===== config.mk =====
export PLATFORM = sky130hd
export DESIGN_NAME = lcfr_top
export DESIGN_NICKNAME = d
export VERILOG_FILES = /design/src/inc/lcfr_pkg.sv /design/src/verilog/lcfr_deglitch.sv /design/src/verilog/lcfr_top.sv
export VERILOG_INCLUDE_DIRS = /design/src /design/src/inc
export SDC_FILE = /design/constraint.sdc
export NUM_CORES = 1
export LEC_CHECK = 0
export ABC_AREA = 0
export BUFFER_PORTS_ARGS = -buffer_cell sky130_fd_sc_hd__buf_2
export CAP_MARGIN = 25
export CORE_ASPECT_RATIO = 0.8
export CORE_MARGIN = 3
export CORE_UTILIZATION = 39
export DETAILED_ROUTE_END_ITERATION = 8
export GPL_TIMING_DRIVEN = 0
export PLACE_DENSITY = 0.6
export SLEW_MARGIN = 20
export SYNTH_ARGS = -nofsm -noshare
export SYNTH_HDL_FRONTEND = slang
export SYNTH_HIERARCHICAL = 1
export SYNTH_SLANG_ARGS = --single-unit

===== constraint.sdc =====
create_clock -name core_clk -period 18.9 [get_ports core_clk]
set_clock_uncertainty 0.2 [all_clocks]
set_input_delay 1.89 -clock core_clk [delete_from_list [all_inputs] [get_ports core_clk]]
set_output_delay 1.89 -clock core_clk [all_outputs]
set_load 0.01 [all_outputs]

===== src/inc/lcfr_map.svh =====
// Register offsets, field positions, reset values and timing counts
`ifndef LCFR_MAP_SVH
`define LCFR_MAP_SVH

`define LCFR_ADDR_FS1 12'h090
`define LCFR_ADDR_STAT 12'h0a0
`define LCFR_ADDR_MASK 12'h0a4
`define LCFR_ADDR_CTRL 12'h0a8
`define LCFR_ADDR_STATE 12'h0ac

`define LCFR_FS1_RESET 32'h0000_0000
`define LCFR_THR_MSB 22
`define LCFR_THR_LSB 19
`define LCFR_MODE_MSB 18
`define LCFR_MODE_LSB 15
`define LCFR_DEG_MSB 14
`define LCFR_DEG_LSB 11
`define LCFR_RETRY_MSB 10
`define LCFR_RETRY_LSB 7

`define LCFR_MODE_REPORT 4'h8

`define LCFR_STAT_LOCK 0
`define LCFR_STAT_LATCH 1
`define LCFR_STAT_RETRY 2
`define LCFR_STAT_RESET 3'h0

`define LCFR_CTRL_LIMIT_MSB 3
`define LCFR_CTRL_LIMIT_LSB 0
`define LCFR_CTRL_CLEAR 8
`define LCFR_CTRL_RESET 4'h0

`define LCFR_TICK_US 50
`define LCFR_CLK_MHZ 250
`define LCFR_TICK_CYCLES (`LCFR_TICK_US * `LCFR_CLK_MHZ)

`endif


===== src/inc/lcfr_pkg.sv =====
// Types shared by the lock current fault reaction block
package lcfr_pkg;

   typedef enum logic [3:0]
   {
      ST_RUN = 4'b0001,
      ST_RETRY = 4'b0010,
      ST_LATCH = 4'b0100,
      ST_REPORT = 4'b1000
   } lcfr_state_t;

   typedef enum logic [1:0]
   {
      ACT_HIZ = 2'h0,
      ACT_RECIRC = 2'h1,
      ACT_HS_BRAKE = 2'h2,
      ACT_LS_BRAKE = 2'h3
   } lcfr_action_t;

endpackage : lcfr_pkg


===== src/verilog/lcfr_deglitch.sv =====
// Tick divider and over-threshold deglitch timer
`timescale 1ns/100ps
module lcfr_deglitch #(
   parameter int TICK_CYCLES = 12500
)
(
   // Clock and reset
   input wire logic core_clk,
   input wire logic resetn,
   // Detection
   input wire logic enable,
   input wire logic over,
   input wire logic [14:0] target_ticks,
   // Results
   output logic tick,
   output logic lock_det
);

   logic [31:0] div_reg;
   logic [31:0] cnt_reg;
   logic [31:0] target_cycles;
   logic div_wrap;
   logic run;

   assign div_wrap = (div_reg == 32'(TICK_CYCLES - 1));
   assign target_cycles = 32'(target_ticks) * 32'(TICK_CYCLES);
   assign run = enable & over;

   always_ff @(posedge core_clk)
   begin
      if (!resetn)
      begin
         div_reg <= 32'h0;
         tick <= 1'b0;
      end
      else
      begin
         div_reg <= div_wrap ? 32'h0 : div_reg + 32'h1;
         tick <= div_wrap;
      end
   end

   // Any dip below threshold restarts the timing
   always_ff @(posedge core_clk)
   begin
      if (!resetn || !run)
      begin
         cnt_reg <= 32'h0;
         lock_det <= 1'b0;
      end
      else
      begin
         if (cnt_reg != target_cycles)
            cnt_reg <= cnt_reg + 32'h1;
         lock_det <= (cnt_reg == target_cycles - 32'h1);
      end
   end
endmodule : lcfr_deglitch


===== src/verilog/lcfr_top.sv =====
// Lock current fault reaction with AHB-Lite register slave
// Function
// - 4-bit reaction selector, bits 18:15, reset zero
// - Code 0: latch fault, pin, tristate
// - Code 1: latch fault, pin, recirculation
// - Code 2: latch fault, pin, high-side brake
// - Code 3: latch fault, pin, low-side brake
// - Code 4: auto-retry, then latch tristated
// - Code 5: auto-retry, then latch recirculating
// - Code 6: auto-retry with high-side brake
// - Code 7: auto-retry, then latch low-side brake
// - Code 8: report on pin only
// - Codes 9 to 15 disable detection
// - 4-bit deglitch time field, bits 14:11
// - 4-bit retry wait, 100 ms to 14 s
// - Compare phase current to 0.125-8 A threshold
//
// The address map and register access over AHB-Lite were decided locally.
`timescale 1ns/100ps
`include "lcfr_map.svh"
module lcfr_top #(
   parameter int TICK_CYCLES = `LCFR_TICK_CYCLES
)
(
   // Clock and reset
   input wire logic core_clk,
   input wire logic resetn,
   // AHB-Lite slave
   input wire logic hsel,
   input wire logic [31:0] haddr,
   input wire logic [1:0] htrans,
   input wire logic hwrite,
   input wire logic [2:0] hsize,
   input wire logic [31:0] hwdata,
   output logic [31:0] hrdata,
   output logic hreadyout,
   output logic hresp,
   // Measured phase current in mA
   input wire logic [13:0] phase_current_ma,
   // Fault reporting
   output logic fault_indicator_pin_n,
   output logic lock_irq,
   // Power stage commands
   output logic drive_hiz,
   output logic drive_recirc,
   output logic drive_hs_brake,
   output logic drive_ls_brake
);
   import lcfr_pkg::*;

   // Threshold code to mA
   function automatic logic [13:0] thr_ma(input logic [3:0] code);
      unique case (code)
         4'h0: thr_ma = 14'd125;
         4'h1: thr_ma = 14'd250;
         4'h2: thr_ma = 14'd500;
         4'he: thr_ma = 14'd7000;
         4'hf: thr_ma = 14'd8000;
         default: thr_ma = 14'((32'(code) - 32'd1) * 32'd500);
      endcase
   endfunction : thr_ma

   // Deglitch code to 50 us ticks
   function automatic logic [14:0] deg_ticks(input logic [3:0] code);
      unique case (code)
         4'h0: deg_ticks = 15'd1;
         4'h1: deg_ticks = 15'd2;
         4'h2: deg_ticks = 15'd4;
         4'h3: deg_ticks = 15'd10;
         4'h4: deg_ticks = 15'd20;
         4'h5: deg_ticks = 15'd50;
         4'h6: deg_ticks = 15'd100;
         4'h7: deg_ticks = 15'd150;
         4'h8: deg_ticks = 15'd200;
         4'h9: deg_ticks = 15'd500;
         4'ha: deg_ticks = 15'd1000;
         4'hb: deg_ticks = 15'd1500;
         4'hc: deg_ticks = 15'd2000;
         4'hd: deg_ticks = 15'd4000;
         4'he: deg_ticks = 15'd10000;
         4'hf: deg_ticks = 15'd20000;
      endcase
   endfunction : deg_ticks

   // Retry code to 50 us ticks
   function automatic logic [18:0] retry_ticks(input logic [3:0] code);
      unique case (code)
         4'h0: retry_ticks = 19'd2000;
         4'h1: retry_ticks = 19'd10000;
         default: retry_ticks = 19'((32'(code) - 32'd1) * 32'd20000);
      endcase
   endfunction : retry_ticks

   // Bus slave
   logic pend_reg;
   logic wr_reg;
   logic [11:0] addr_reg;
   logic accept;
   logic wr_strobe;
   logic rd_strobe;
   logic [31:0] rd_mux;

   // Registers
   logic [31:0] fs1_reg;
   logic [2:0] stat_reg;
   logic [2:0] stat_next;
   logic [2:0] mask_reg;
   logic [3:0] limit_reg;
   logic wr_fs1;
   logic wr_stat;
   logic wr_mask;
   logic wr_ctrl;
   logic clear_req;

   // Reaction state
   lcfr_state_t state_reg;
   lcfr_state_t state_next;
   lcfr_action_t act_reg;
   lcfr_action_t act_next;
   logic [3:0] retry_cnt_reg;
   logic [3:0] retry_cnt_next;
   logic [18:0] wait_reg;
   logic [3:0] mode;
   logic mode_off;
   logic mode_report;
   logic mode_retry;
   logic over;
   logic detect_en;
   logic lock_raw;
   logic lock_ev;
   logic tick;
   logic wait_done;
   logic enter_latch;
   logic stage_on;

   assign accept = hsel & htrans[1] & hreadyout;
   assign wr_strobe = pend_reg & wr_reg;
   assign rd_strobe = pend_reg & ~wr_reg;
   assign wr_fs1 = wr_strobe & (addr_reg == `LCFR_ADDR_FS1);
   assign wr_stat = wr_strobe & (addr_reg == `LCFR_ADDR_STAT);
   assign wr_mask = wr_strobe & (addr_reg == `LCFR_ADDR_MASK);
   assign wr_ctrl = wr_strobe & (addr_reg == `LCFR_ADDR_CTRL);
   assign clear_req = wr_ctrl & hwdata[`LCFR_CTRL_CLEAR];

   // Unmapped reads return zero
   assign rd_mux =
      (addr_reg == `LCFR_ADDR_FS1) ? fs1_reg :
      (addr_reg == `LCFR_ADDR_STAT) ? {29'h0, stat_reg} :
      (addr_reg == `LCFR_ADDR_MASK) ? {29'h0, mask_reg} :
      (addr_reg == `LCFR_ADDR_CTRL) ? {28'h0, limit_reg} :
      (addr_reg == `LCFR_ADDR_STATE) ?
         {16'h0, retry_cnt_reg, 2'h0, act_reg, ~fault_indicator_pin_n, 3'h0, state_reg} :
      32'h0;

   // Every transfer takes one wait state, so reads see prior writes
   always_ff @(posedge core_clk)
   begin
      if (!resetn)
      begin
         pend_reg <= 1'b0;
         wr_reg <= 1'b0;
         addr_reg <= 12'h0;
         hreadyout <= 1'b1;
         hrdata <= 32'h0;
         hresp <= 1'b0;
      end
      else
      begin
         pend_reg <= accept;
         hreadyout <= ~accept;
         if (accept)
         begin
            wr_reg <= hwrite;
            addr_reg <= haddr[11:0];
         end
         if (rd_strobe)
            hrdata <= rd_mux;
      end
   end

   always_ff @(posedge core_clk)
   begin
      if (!resetn)
      begin
         fs1_reg <= `LCFR_FS1_RESET;
         mask_reg <= `LCFR_STAT_RESET;
         limit_reg <= `LCFR_CTRL_RESET;
      end
      else
      begin
         if (wr_fs1)
            fs1_reg <= hwdata;
         if (wr_mask)
            mask_reg <= hwdata[2:0];
         if (wr_ctrl)
            limit_reg <= hwdata[`LCFR_CTRL_LIMIT_MSB:`LCFR_CTRL_LIMIT_LSB];
      end
   end

   // Mode decode
   assign mode = fs1_reg[`LCFR_MODE_MSB:`LCFR_MODE_LSB];
   assign mode_off = mode[3] & (|mode[2:0]);
   assign mode_report = (mode == `LCFR_MODE_REPORT);
   assign mode_retry = (mode[3:2] == 2'b01);
   assign over = phase_current_ma > thr_ma(fs1_reg[`LCFR_THR_MSB:`LCFR_THR_LSB]);
   assign detect_en = ~mode_off & (state_reg == ST_RUN);
   assign lock_ev = lock_raw & detect_en;

   lcfr_deglitch #(
      .TICK_CYCLES(TICK_CYCLES)
   ) u_deglitch (
      .core_clk(core_clk),
      .resetn(resetn),
      .enable(detect_en),
      .over(over),
      .target_ticks(deg_ticks(fs1_reg[`LCFR_DEG_MSB:`LCFR_DEG_LSB])),
      .tick(tick),
      .lock_det(lock_raw)
   );

   assign wait_done = (state_reg == ST_RETRY) &
      (wait_reg == retry_ticks(fs1_reg[`LCFR_RETRY_MSB:`LCFR_RETRY_LSB]));

   // Reaction sequencing
   always_comb
   begin
      state_next = state_reg;
      act_next = act_reg;
      retry_cnt_next = retry_cnt_reg;
      unique case (state_reg)
         ST_RUN:
            if (lock_ev)
            begin
               act_next = lcfr_action_t'(mode[1:0]);
               if (mode_report)
                  state_next = ST_REPORT;
               else if (mode_retry && retry_cnt_reg < limit_reg)
                  state_next = ST_RETRY;
               else
                  state_next = ST_LATCH;
            end
         ST_RETRY:
            if (wait_done)
            begin
               state_next = ST_RUN;
               retry_cnt_next = retry_cnt_reg + 4'h1;
            end
         ST_LATCH:
            if (clear_req)
            begin
               state_next = ST_RUN;
               retry_cnt_next = 4'h0;
            end
         ST_REPORT:
            if (clear_req)
               state_next = ST_RUN;
      endcase
   end

   assign enter_latch = (state_next == ST_LATCH) & (state_reg != ST_LATCH);
   assign stage_on = (state_next == ST_RETRY) | (state_next == ST_LATCH);

   // Set wins over a same-cycle write-one clear
   assign stat_next = (stat_reg & ~(wr_stat ? hwdata[2:0] : 3'h0)) |
      {wait_done, enter_latch, lock_ev};

   always_ff @(posedge core_clk)
   begin
      if (!resetn)
      begin
         state_reg <= ST_RUN;
         act_reg <= ACT_HIZ;
         retry_cnt_reg <= 4'h0;
         wait_reg <= 19'h0;
         stat_reg <= `LCFR_STAT_RESET;
         lock_irq <= 1'b0;
      end
      else
      begin
         state_reg <= state_next;
         act_reg <= act_next;
         retry_cnt_reg <= retry_cnt_next;
         if (state_reg != ST_RETRY || wait_done)
            wait_reg <= 19'h0;
         else if (tick)
            wait_reg <= wait_reg + 19'h1;
         stat_reg <= stat_next;
         lock_irq <= |(stat_next & mask_reg);
      end
   end

   // Power stage and pin outputs
   always_ff @(posedge core_clk)
   begin
      if (!resetn)
      begin
         fault_indicator_pin_n <= 1'b1;
         drive_hiz <= 1'b0;
         drive_recirc <= 1'b0;
         drive_hs_brake <= 1'b0;
         drive_ls_brake <= 1'b0;
      end
      else
      begin
         fault_indicator_pin_n <= (state_next == ST_RUN);
         drive_hiz <= stage_on & (act_next == ACT_HIZ);
         drive_recirc <= stage_on & (act_next == ACT_RECIRC);
         drive_hs_brake <= stage_on & (act_next == ACT_HS_BRAKE);
         drive_ls_brake <= stage_on & (act_next == ACT_LS_BRAKE);
      end
   end
endmodule : lcfr_top


* After elaboration in Yosys (flattened, before gate mapping)
Memories as Yosys holds them, arrays and structs flattened. A register that Yosys moved wholly into a read port is not among the register bits.
Cells that the tools add are included.
** Operators by class
- Add/subtract/negate cells :: 7
- $mul :: 3
- $lt $le $gt $ge :: 2
- Equality and inequality tests :: 30
- Muxes and demuxes :: 21
- Bitwise logic cells :: 29
- Reductions and logical operators :: 15
** Operator list (count)
- 14-bit case mux with 5 select lines :: 1
- 32-bit by 1-bit adder with 32-bit output (second input constant) :: 2
- 16-bit 2-to-1 mux :: 4
- 12-bit by 8-bit == test with 1-bit output (second input constant) :: 5
- 19-bit case mux with 2 select lines :: 1
- 32-bit by 14-bit == test with 1-bit output (second input constant) :: 1
- 32-bit == test :: 1
- 32-bit by 10-bit multiplier with 14-bit output (second input constant) :: 1
- 32-bit by 7-bit multiplier with 12-bit output (second input constant) :: 1
- 32-bit 2-to-1 mux :: 1
- 4-bit 2-to-1 mux :: 8
- 32-bit by 29-bit != test with 1-bit output :: 1
- 29-bit by 1-bit subtractor with 30-bit output (second input constant) :: 1
- 15-bit by 12-bit multiplier with 27-bit output (second input constant) :: 1
- 19-bit by 1-bit adder with 19-bit output (second input constant) :: 1
- 1-bit AND :: 19
- 19-bit == test :: 1
- 4-bit by 1-bit == test with 1-bit output (second input constant) :: 4
- 4-bit == test (second input constant) :: 4
- 14-bit greater-than comparator :: 1
- 4-bit by 2-bit == test with 1-bit output (second input constant) :: 3
- 4-bit case mux with 3 select lines :: 1
- 4-bit by 1-bit subtractor with 5-bit output (second input constant) :: 2
- 4-bit by 3-bit == test with 1-bit output (second input constant) :: 2
- 24 further kinds :: 40
** Word-level totals
- Flip-flop bits (word level) :: 190
- ROM bits :: 224
- Input bits :: 87
- Output and inout bits :: 40
- Word-level logic and storage cells :: 131
- Memories kept :: 1
** Memories
- (name not given) :: depth 16, width 14, rd ports 1, clocked after memory_dff 1, write ports 0, RTL line lcfr_top.sv:65 : unique case (code)

* Longest topological paths before layout
Gate-level depths: netlist of the first run.
- Word-level depth :: 12
- Depth in mapped cells :: 33
- Depth with buffers taken out :: 31

* Cells and area by module
Netlist of the first run, hierarchy kept.
** By module, submodules not included
- lcfr_top :: times used 1, cells an instance 996, area an instance 8508.2 µm², sequential area each 2762.6 µm²
- lcfr_deglitch :: times used 1, cells an instance 935, area an instance 7662.3 µm², sequential area each 1321.3 µm²

* Worst setup path after synthesis of the first run
Ideal clock, no wire load.
- Path type :: flip-flop to flip-flop
- Start point :: register fs1_reg[21]
- End point :: register u_deglitch.lock_det
- Setup time :: 0.088 ns
- Data arrival time :: 7.114 ns
- Required time :: 18.612 ns
- Slack :: 11.498 ns
- Stages on the path, launching flop included :: 33
- Path buffers :: 2
- Period minus slack after synthesis :: 7.402 ns
- Path through :: dfxtp_1 -> clkbuf_1 -> inv_1 -> ha_1 -> a21boi_0 -> xor2_1 -> inv_1 -> fa_1 -> inv_1 -> ha_1 -> fa_1 -> fa_1 -> ha_1 -> inv_1 -> o21bai_1 -> a21oi_1 -> o21bai_1 -> a21oi_1 -> xnor2_1 -> nand3_1 -> ha_1 -> nand2_1 -> or4_1 -> a31oi_1 -> and3_1 -> clkbuf_1 -> nand4_1 -> nor4_1 -> nand4b_1 -> a211oi_1 -> o211a_1 -> nand4_1 -> nor4_2
** Between the ends
- Cells in the longest elaborated chain, start to end :: 7
- Elaborated cells on any way between the ends :: 12
- Those cells by class :: add/sub (1); mul (1); order compare (1); eq/ne (4); mux (1); bitwise (1); reduce/logical (3)
** Ends and longest elaborated chain
- start, declared :: RTL line lcfr_top.sv:104 : logic [31:0] fs1_reg;
- start signal, assigned :: RTL line lcfr_top.sv:185 : fs1_reg <= `LCFR_FS1_RESET;
- start signal, assigned :: RTL line lcfr_top.sv:192 : fs1_reg <= hwdata;
- 4-bit by 1-bit subtractor with 5-bit output :: RTL line lcfr_top.sv:59 : default: thr_ma = 14'((32'(code) - 32'd1) * 32'd500);
- 32-bit by 7-bit multiplier with 12-bit output :: RTL line lcfr_top.sv:59
- 14-bit case mux with 5 select lines (*) :: RTL line lcfr_top.sv:53 : unique case (code)
- 14-bit greater-than comparator (*) :: RTL line lcfr_top.sv:205 : assign over = phase_current_ma > thr_ma(fs1_reg[`LCFR_THR_MSB:`LCFR_THR_LSB]);
- named net over :: RTL line lcfr_top.sv:127 : logic over;
- 1-bit AND (*) :: RTL line lcfr_deglitch.sv:27 : assign run = enable & over;
- 1-bit logical NOT (*) :: RTL line lcfr_deglitch.sv:46 : if (!resetn || !run)
- 1-bit logical OR (*) :: RTL line lcfr_deglitch.sv:46
- end signal, assigned :: RTL line lcfr_deglitch.sv:55 : lock_det <= (cnt_reg == target_cycles - 32'h1);
- end, declared :: RTL line lcfr_deglitch.sv:16 : output logic lock_det
Mark *: on every way through the listed nets, which the timed path passes. The rest lies on a longest branch.
A chain may end at the register's enable or synchronous reset.

* Worst setup path in the final report of the first run
Ends and elaborated chain as after synthesis.

==> reports/qor.yml, run 1 <==
worst_hold_path:
  holdPathStages: 2
  hp-class: "reg -> reg"
power:
  pwr_density_cell_mw_per_mm2: 52.6
  leakage_uw: 0.00758
  switching_share: 0.233
  clkPwrFrac: 0.495
  seqPwrFrac: 0.456
  p_int_uw: 734
  peakVddDrop_mv: 0.0558
  power.switching_uw: 223
  power.share.combinational: 0.049
critical_path:
  r2r-start: "fs1_reg[21]$_SDFFE_PN0P_"
  cp_max_fo: 10
  crit_cells: 32
  crit_family: "adder cells"
  crit_path_end_kind: "register"
  crit_start: "fs1_reg[21]$_SDFFE_PN0P_"
  critPathKind: "reg -> reg"
  cp_slowest_cell: "fa_1"
  reg2reg_setup_slack_ns: 9.83
  critPathLaunchType: "register"
  critical_path_arrival_ns: 9.27
  critPathRequiredTime_ns: 19.10
  worstRegToRegCells: 32
  path_buf_inv: 6
  reg2reg_to: "u_deglitch/lock_det$_SDFF_PP0_"
  slowest_delay_ns: 0.57
  critPathCapture: "u_deglitch/lock_det$_SDFF_PP0_"
placement:
  io_buffers: 101
  place_congestion: 0.882
  placed_cell_area_mm2: 0.0174
  dp_hpwl_um: 33400
global_routing:
  antenna_found_initial: 2
  grt_pass1_vias: 13640
  grt_overflow_total: 0
  grt_use_total: 0.187
  grt_max_degree: 15
  grt_pass1_wl_um: 68600
timing:
  hold_viol: 0
  finalSetupViolCount: 0
  worst_pin_slew_ns: 0.986
  period_needed_ns: 9.07
  slew_headroom: 0.334
  setup_tns_ns: 0
  slew_violations: 0
  fin_crit_sh: 0.480
  rsz0062_at_grt: "false"
  max_freq_mhz: 110
synth:
  synth.avg_cell_area_um2: 8.37
  synthArstFlopShare: 0
  syn_area_mm2: 0.0162
  yosysSeqAreaShare: 0.253
  synth.area.top_cells: "dfxtp_1, ha_1, fa_1"
  yosysTopAreaCellShare: 0.253
  ys_seq_elements: 204
  synth_flop_cell: "dfxtp_1"
  synth-edff-count: 0
  synth_most_common_cell: "dfxtp_1"
  yosys_warnings: 6
  synthTopCellsByCount: "dfxtp_1, nand2_1, ha_1, inv_1, nor2_1"
  syn_inst: 1931
  synth_cell_types: 98
  yosys.area.top_type: "dfxtp_1"
cells_and_area:
  area_delta_synth_final_pct: 12.4
  seq_area_mm2: 0.00408
  drive_gt1_frac: 0.0982
  fin_util: 0.445
  fill_cells: 4053
  final_cell_area_mm2: 0.0182
  multi_input_area_mm2: 0.0111
  nets: 2397
clocking:
  cts_tree: "done"
  ctsHoldBuffers: 0
  cts_buffer_depth: 3
  post_cts_resize_count: 0
  cts.sinks: 204
  htree_levels: 1
  path_clk_slew_ns: 0.06
  post_cts_buffers: 0
  cts_inserted_buffers: 23
  cts-root-buf: "clkbuf_16"
  insertion_delay_ns: 0.54
route:
  drc_errors: 0
  postRouteAntennaNets: 0
  num_vias: 13984
  first_pass_iters: 7
  viasPerCell: 5.33
  wl_per_cell_um: 15.8
  drt_iter0_markers: 901
  wirelength_um: 41300
floorplan:
  start_util: 0.396
  io_pins: 127
  die_x_um: 234
  die-area_mm2: 0.0440
  num_rows: 66
  fp.coreArea_mm2: 0.0408
  fp.dieH_um: 188
flow_run:
  drv_cap: 0
outcome:
  status: "finished, final reports clean"
through the flow:
| stage | setup slack, ns | total power [µW] | instances | hold slack (ns) |
|---|---|---|---|---|
| 2_1_floorplan | 11.50 | 473 | 1935 | 0.226 |
| 3_3_place_gp | 9.90 | 492 | 2580 | 0.241 |
| 3_5_place_dp | 9.82 | 493 | 2580 | 0.242 |
| 4_1_cts | 9.75 | 968 | 2621 | 0.250 |
| 5_1_grt | 9.14 | 991 | 2622 | 0.278 |
| 6_report | 9.83 | 956 | 2622 | 0.248 |
worst min-delay path by stage:
stage,start,endpoint,slack [ns]
after floorplan,u_deglitch/div_reg[0]$_SDFF_PP0_,u_deglitch/div_reg[0]$_SDFF_PP0_,0.23
after global placement,hrdata[21]$_SDFFE_PN0P_,hrdata[21]$_SDFFE_PN0P_,0.24
after detailed placement,hrdata[31]$_SDFFE_PN0P_,hrdata[31]$_SDFFE_PN0P_,0.24
after CTS,hrdata[31]$_SDFFE_PN0P_,hrdata[31]$_SDFFE_PN0P_,0.25
after global routing,hrdata[31]$_SDFFE_PN0P_,hrdata[31]$_SDFFE_PN0P_,0.28
final,hrdata[31]$_SDFFE_PN0P_,hrdata[31]$_SDFFE_PN0P_,0.25
kinds of logic (layout without fill, tap and decap cells):
logic type	count (synthesis)	after routing	synth area share
AO/OA/AOI/OAI	353	353	0.142
XOR/XNOR	148	148	0.0846
adder cells (fa/ha/maj)	249	249	0.221
buffers and inverters	241	383	0.0625
flip-flops	204	204	0.253
multiplexers	21	21	0.0142
other	1	6	0.000232
AND/OR/NAND/NOR	714	714	0.223
placed cells by master (no fill, tap or decap), drive strengths merged, types with 70 or more instances in the layout:
cell type,count
o21ai,70
clkbuf,93
inv,161
nor2,150
buf,115
a21oi,136
ha,189
nand2,199
nand3,86
dfxtp,204
xnor2,77
worst reg2reg max path, delay by kind of cell (launching register included):
kind | cells | cell delay, ns
AOI/OAI and AO/OA | 8 | 1.78
DFF | 1 | 0.32
xor gates and xnor gates | 2 | 0.61
and+or+nand+nor | 9 | 2.13
adders and majority gates | 7 | 2.75
buffers and inverters | 6 | 1.14
layout make-up:
type | count | share of cell area
multi-input cells | 1490 | 0.610
well taps | 544 | 0.0375
plain buffers | 81 | 0.0226
clock inverters | 12 | 0.00868
diodes | 1 | 0.000138
clock buffers | 29 | 0.0351
flip-flops and latches | 204 | 0.225
repair buffers | 101 | 0.0278
inverters | 160 | 0.0331
power by group through the flow:
stage          Combinational (µW)  Clock [µW]  Sequential (µW)
3_5_place_dp                 46.6           0              446
3_3_place_gp                 45.9           0              446
4_1_cts                      47.0         485              436
5_1_grt                      52.2         502              437
2_1_floorplan                27.0           0              446
6_report                     46.8         473              436
layer usage:
| layer | vias to the layer above | global-route usage | share of wire | wire length, µm |
|---|---|---|---|---|
| met5 | - | 0 | 0.00031 | 13 |
| li1 | 7008 | - | - | - |
| met2 | 266 | 0.284 | 0.43 | 17800 |
| met4 | 2 | 0.0386 | 0.018 | 739 |
| met3 | 56 | 0.0222 | 0.041 | 1710 |
| met1 | 6652 | 0.284 | 0.51 | 21100 |
(Power assumes the default switching activity.)
==> inputs of run 2 (changes only) <==
- PLACE_DENSITY: 0.6 -> 0.62
- clock period: 18.9 -> 7.6 ns (I/O delays scaled with it)
==> reports/qor.yml, run 2 (synthesis gave the netlist of run 1 again) <==
route:
  postRouteAntennaNets: 0  # unchanged
  viasPerCell: 5.34  # was 5.33
  drc_errors: 0  # unchanged
  wirelength_um: 41800  # was 41300 µm
  num_vias: 14069  # was 14.0k
  first_pass_iters: 5  # was 7
  drt_iter0_markers: 1080  # was 901
  wl_per_cell_um: 15.9  # was 15.8 µm
clocking:
  cts_inserted_buffers: 23  # unchanged
  insertion_delay_ns: 0.52  # was 0.54 ns
  ctsHoldBuffers: 0  # unchanged
  cts_buffer_depth: 3  # unchanged
  cts_tree: "done"  # unchanged
  cts.sinks: 204  # unchanged
  path_clk_slew_ns: 0.06  # about the same
  cts-root-buf: "clkbuf_16"  # unchanged
  htree_levels: 1  # unchanged
critical_path:
  worstRegToRegCells: 31  # was 32
  critPathRequiredTime_ns: 7.82  # was 19.10 ns
  r2r-start: "fs1_reg[21]$_SDFFE_PN0P_"  # unchanged
  cp_slowest_cell: "fa_1"  # unchanged
  crit_path_frequent_cell: "fa_1"
  cp_max_fo: 4  # was 10
  critPathKind: "reg -> reg"  # unchanged
  crit_start: "fs1_reg[21]$_SDFFE_PN0P_"  # unchanged
  crit_path_end_kind: "register"  # unchanged
  critPathCapture: "u_deglitch/lock_det$_SDFF_PP0_"  # unchanged
  reg2reg_setup_slack_ns: 0.20  # was 9.83 ns
  slowest_delay_ns: 0.54  # was 0.57 ns
  critical_path_arrival_ns: 7.62  # was 9.27 ns
  critPathLaunchType: "register"  # unchanged
  reg2reg_to: "u_deglitch/lock_det$_SDFF_PP0_"  # unchanged
floorplan:
  fp.dieH_um: 188  # unchanged
  start_util: 0.396  # unchanged
  die-area_mm2: 0.0440  # unchanged
  die_x_um: 234  # unchanged
  io_pins: 127  # unchanged
  num_rows: 66  # unchanged
  fp.coreArea_mm2: 0.0408  # unchanged
outcome:
  status: "finished, final reports clean"  # unchanged
cells_and_area:
  nets: 2410  # was 2397
  final_common_cell: "dfxtp_1"  # unchanged
  multi_input_area_mm2: 0.0113  # was 0.0111 mm²
  drive_gt1_frac: 0.118  # was 0.0982
  area_delta_synth_final_pct: 13.9  # was 12.4%
  mostFrequentLayoutCells: "dfxtp_1, nand2_1, ha_1, inv_1, nor2_1"  # unchanged
  fill_cells: 4006  # was 4053
  seq_area_mm2: 0.00409  # was 0.00408 mm²
placement:
  place_congestion: 0.897  # was 0.882
  io_buffers: 101  # unchanged
  dp_hpwl_um: 33400  # about the same
global_routing:
  antenna_found_initial: 1  # was 2
  grt_use_total: 0.187  # about the same
  grt_max_degree: 15  # unchanged
  grt_overflow_total: 0  # unchanged
  grt_pass1_wl_um: 68400  # was 68600 µm
  grt_pass1_vias: 13502  # was 13.6k
timing:
  setup_tns_ns: 0  # unchanged
  finalSetupViolCount: 0  # unchanged
  max_freq_mhz: 135  # was 110 MHz
  hold_viol: 0  # unchanged
  period_needed_ns: 7.40  # was 9.07 ns
  slew_headroom: 0.370  # was 0.334
  slew_violations: 0  # unchanged
  fin_crit_sh: 0.974  # was 0.480
  worst_pin_slew_ns: 0.938  # was 0.986 ns
power:
  finalPower_uw: 2280  # was 956 µW
  peakVddDrop_mv: 0.136  # was 0.0558 mV
  leakage_uw: 0.00765  # was 0.00758 µW
  pwr_density_cell_mw_per_mm2: 124  # was 52.6 mW/mm²
worst_hold_path:
  hp-class: "reg -> reg"  # unchanged
flow_run:
  drv_cap: 0  # unchanged
## run 2: how the worst min path moves through the flow
stage / from / endpoint / slack, ns / cells past startpoint
floorplan: u_deglitch/div_reg[0]$_SDFF_PP0_ / u_deglitch/div_reg[0]$_SDFF_PP0_ / 0.23 / 1
global placement: hrdata[5]$_SDFFE_PN0P_ / hrdata[5]$_SDFFE_PN0P_ / 0.24 / 2
detailed placement: hrdata[5]$_SDFFE_PN0P_ / hrdata[5]$_SDFFE_PN0P_ / 0.24 / 2
CTS: hrdata[5]$_SDFFE_PN0P_ / hrdata[5]$_SDFFE_PN0P_ / 0.25 / 2
global route: hwdata[6] / fs1_reg[6]$_SDFFE_PN0P_ / 0.26 / 3
finish: hrdata[16]$_SDFFE_PN0P_ / hrdata[16]$_SDFFE_PN0P_ / 0.25 / 2
## run 2: metal layers
metal / routed length (µm) / track usage
met2: 18500 / 0.290
met4: 720 / 0.0341
met5: 0 / 0
met1: 20600 / 0.282
met3: 1940 / 0.0194
## run 2: layout make-up
| cell class | instances | area share |
|---|---|---|
| diodes | 1 | 0.000136 |
| plain buffers | 79 | 0.0224 |
| clock buffers | 28 | 0.0334 |
| clock inverters | 12 | 0.00577 |
| inverters | 160 | 0.0330 |
| multi-input cells | 1490 | 0.613 |
| flip-flops and latches | 204 | 0.222 |
| well taps | 544 | 0.0370 |
| repair buffers | 116 | 0.0336 |
## run 2: timing repair
item	4_1_cts	5_1_grt
pin swaps	10	24
buffers inserted	7	8
resized for setup	26	16
setup endpoints to repair	33	1
## run 2: critical path: cells and delay by family (launching register included)
kind,cells,cell delay [ns]
and+or+nand+nor,9,1.95
DFF,1,0.33
AOI/OAI and AO/OA,8,1.36
adders and majority gates,7,2.59
xor gates and xnor gates,2,0.47
buffers and inverters,5,0.35
## run 2: metrics by stage
step | hold slack, ns | cell area [µm²] | setup WS, ns | std cells | util
after CTS | 0.250 | 18300 | 0.0126 | 2626 | 0.448
after floorplan | 0.226 | 16200 | 0.198 | 1935 | -
after detailed placement | 0.241 | 17400 | -1.51 | 2580 | 0.426
after global placement | 0.241 | 17400 | -1.31 | 2580 | 0.426
final | 0.249 | 18400 | 0.198 | 2634 | 0.451
after global routing | 0.263 | 18400 | -0.0764 | 2634 | 0.451
## run 2: power breakdown
group          internal, µW  leakage, µW  switching, µW  total (µW)
sequential             1080      0.00165           7.24        1090
combinational          47.7      0.00564           74.1         122
clock                   614     0.000361            455        1070
total                  1740      0.00765            536        2280
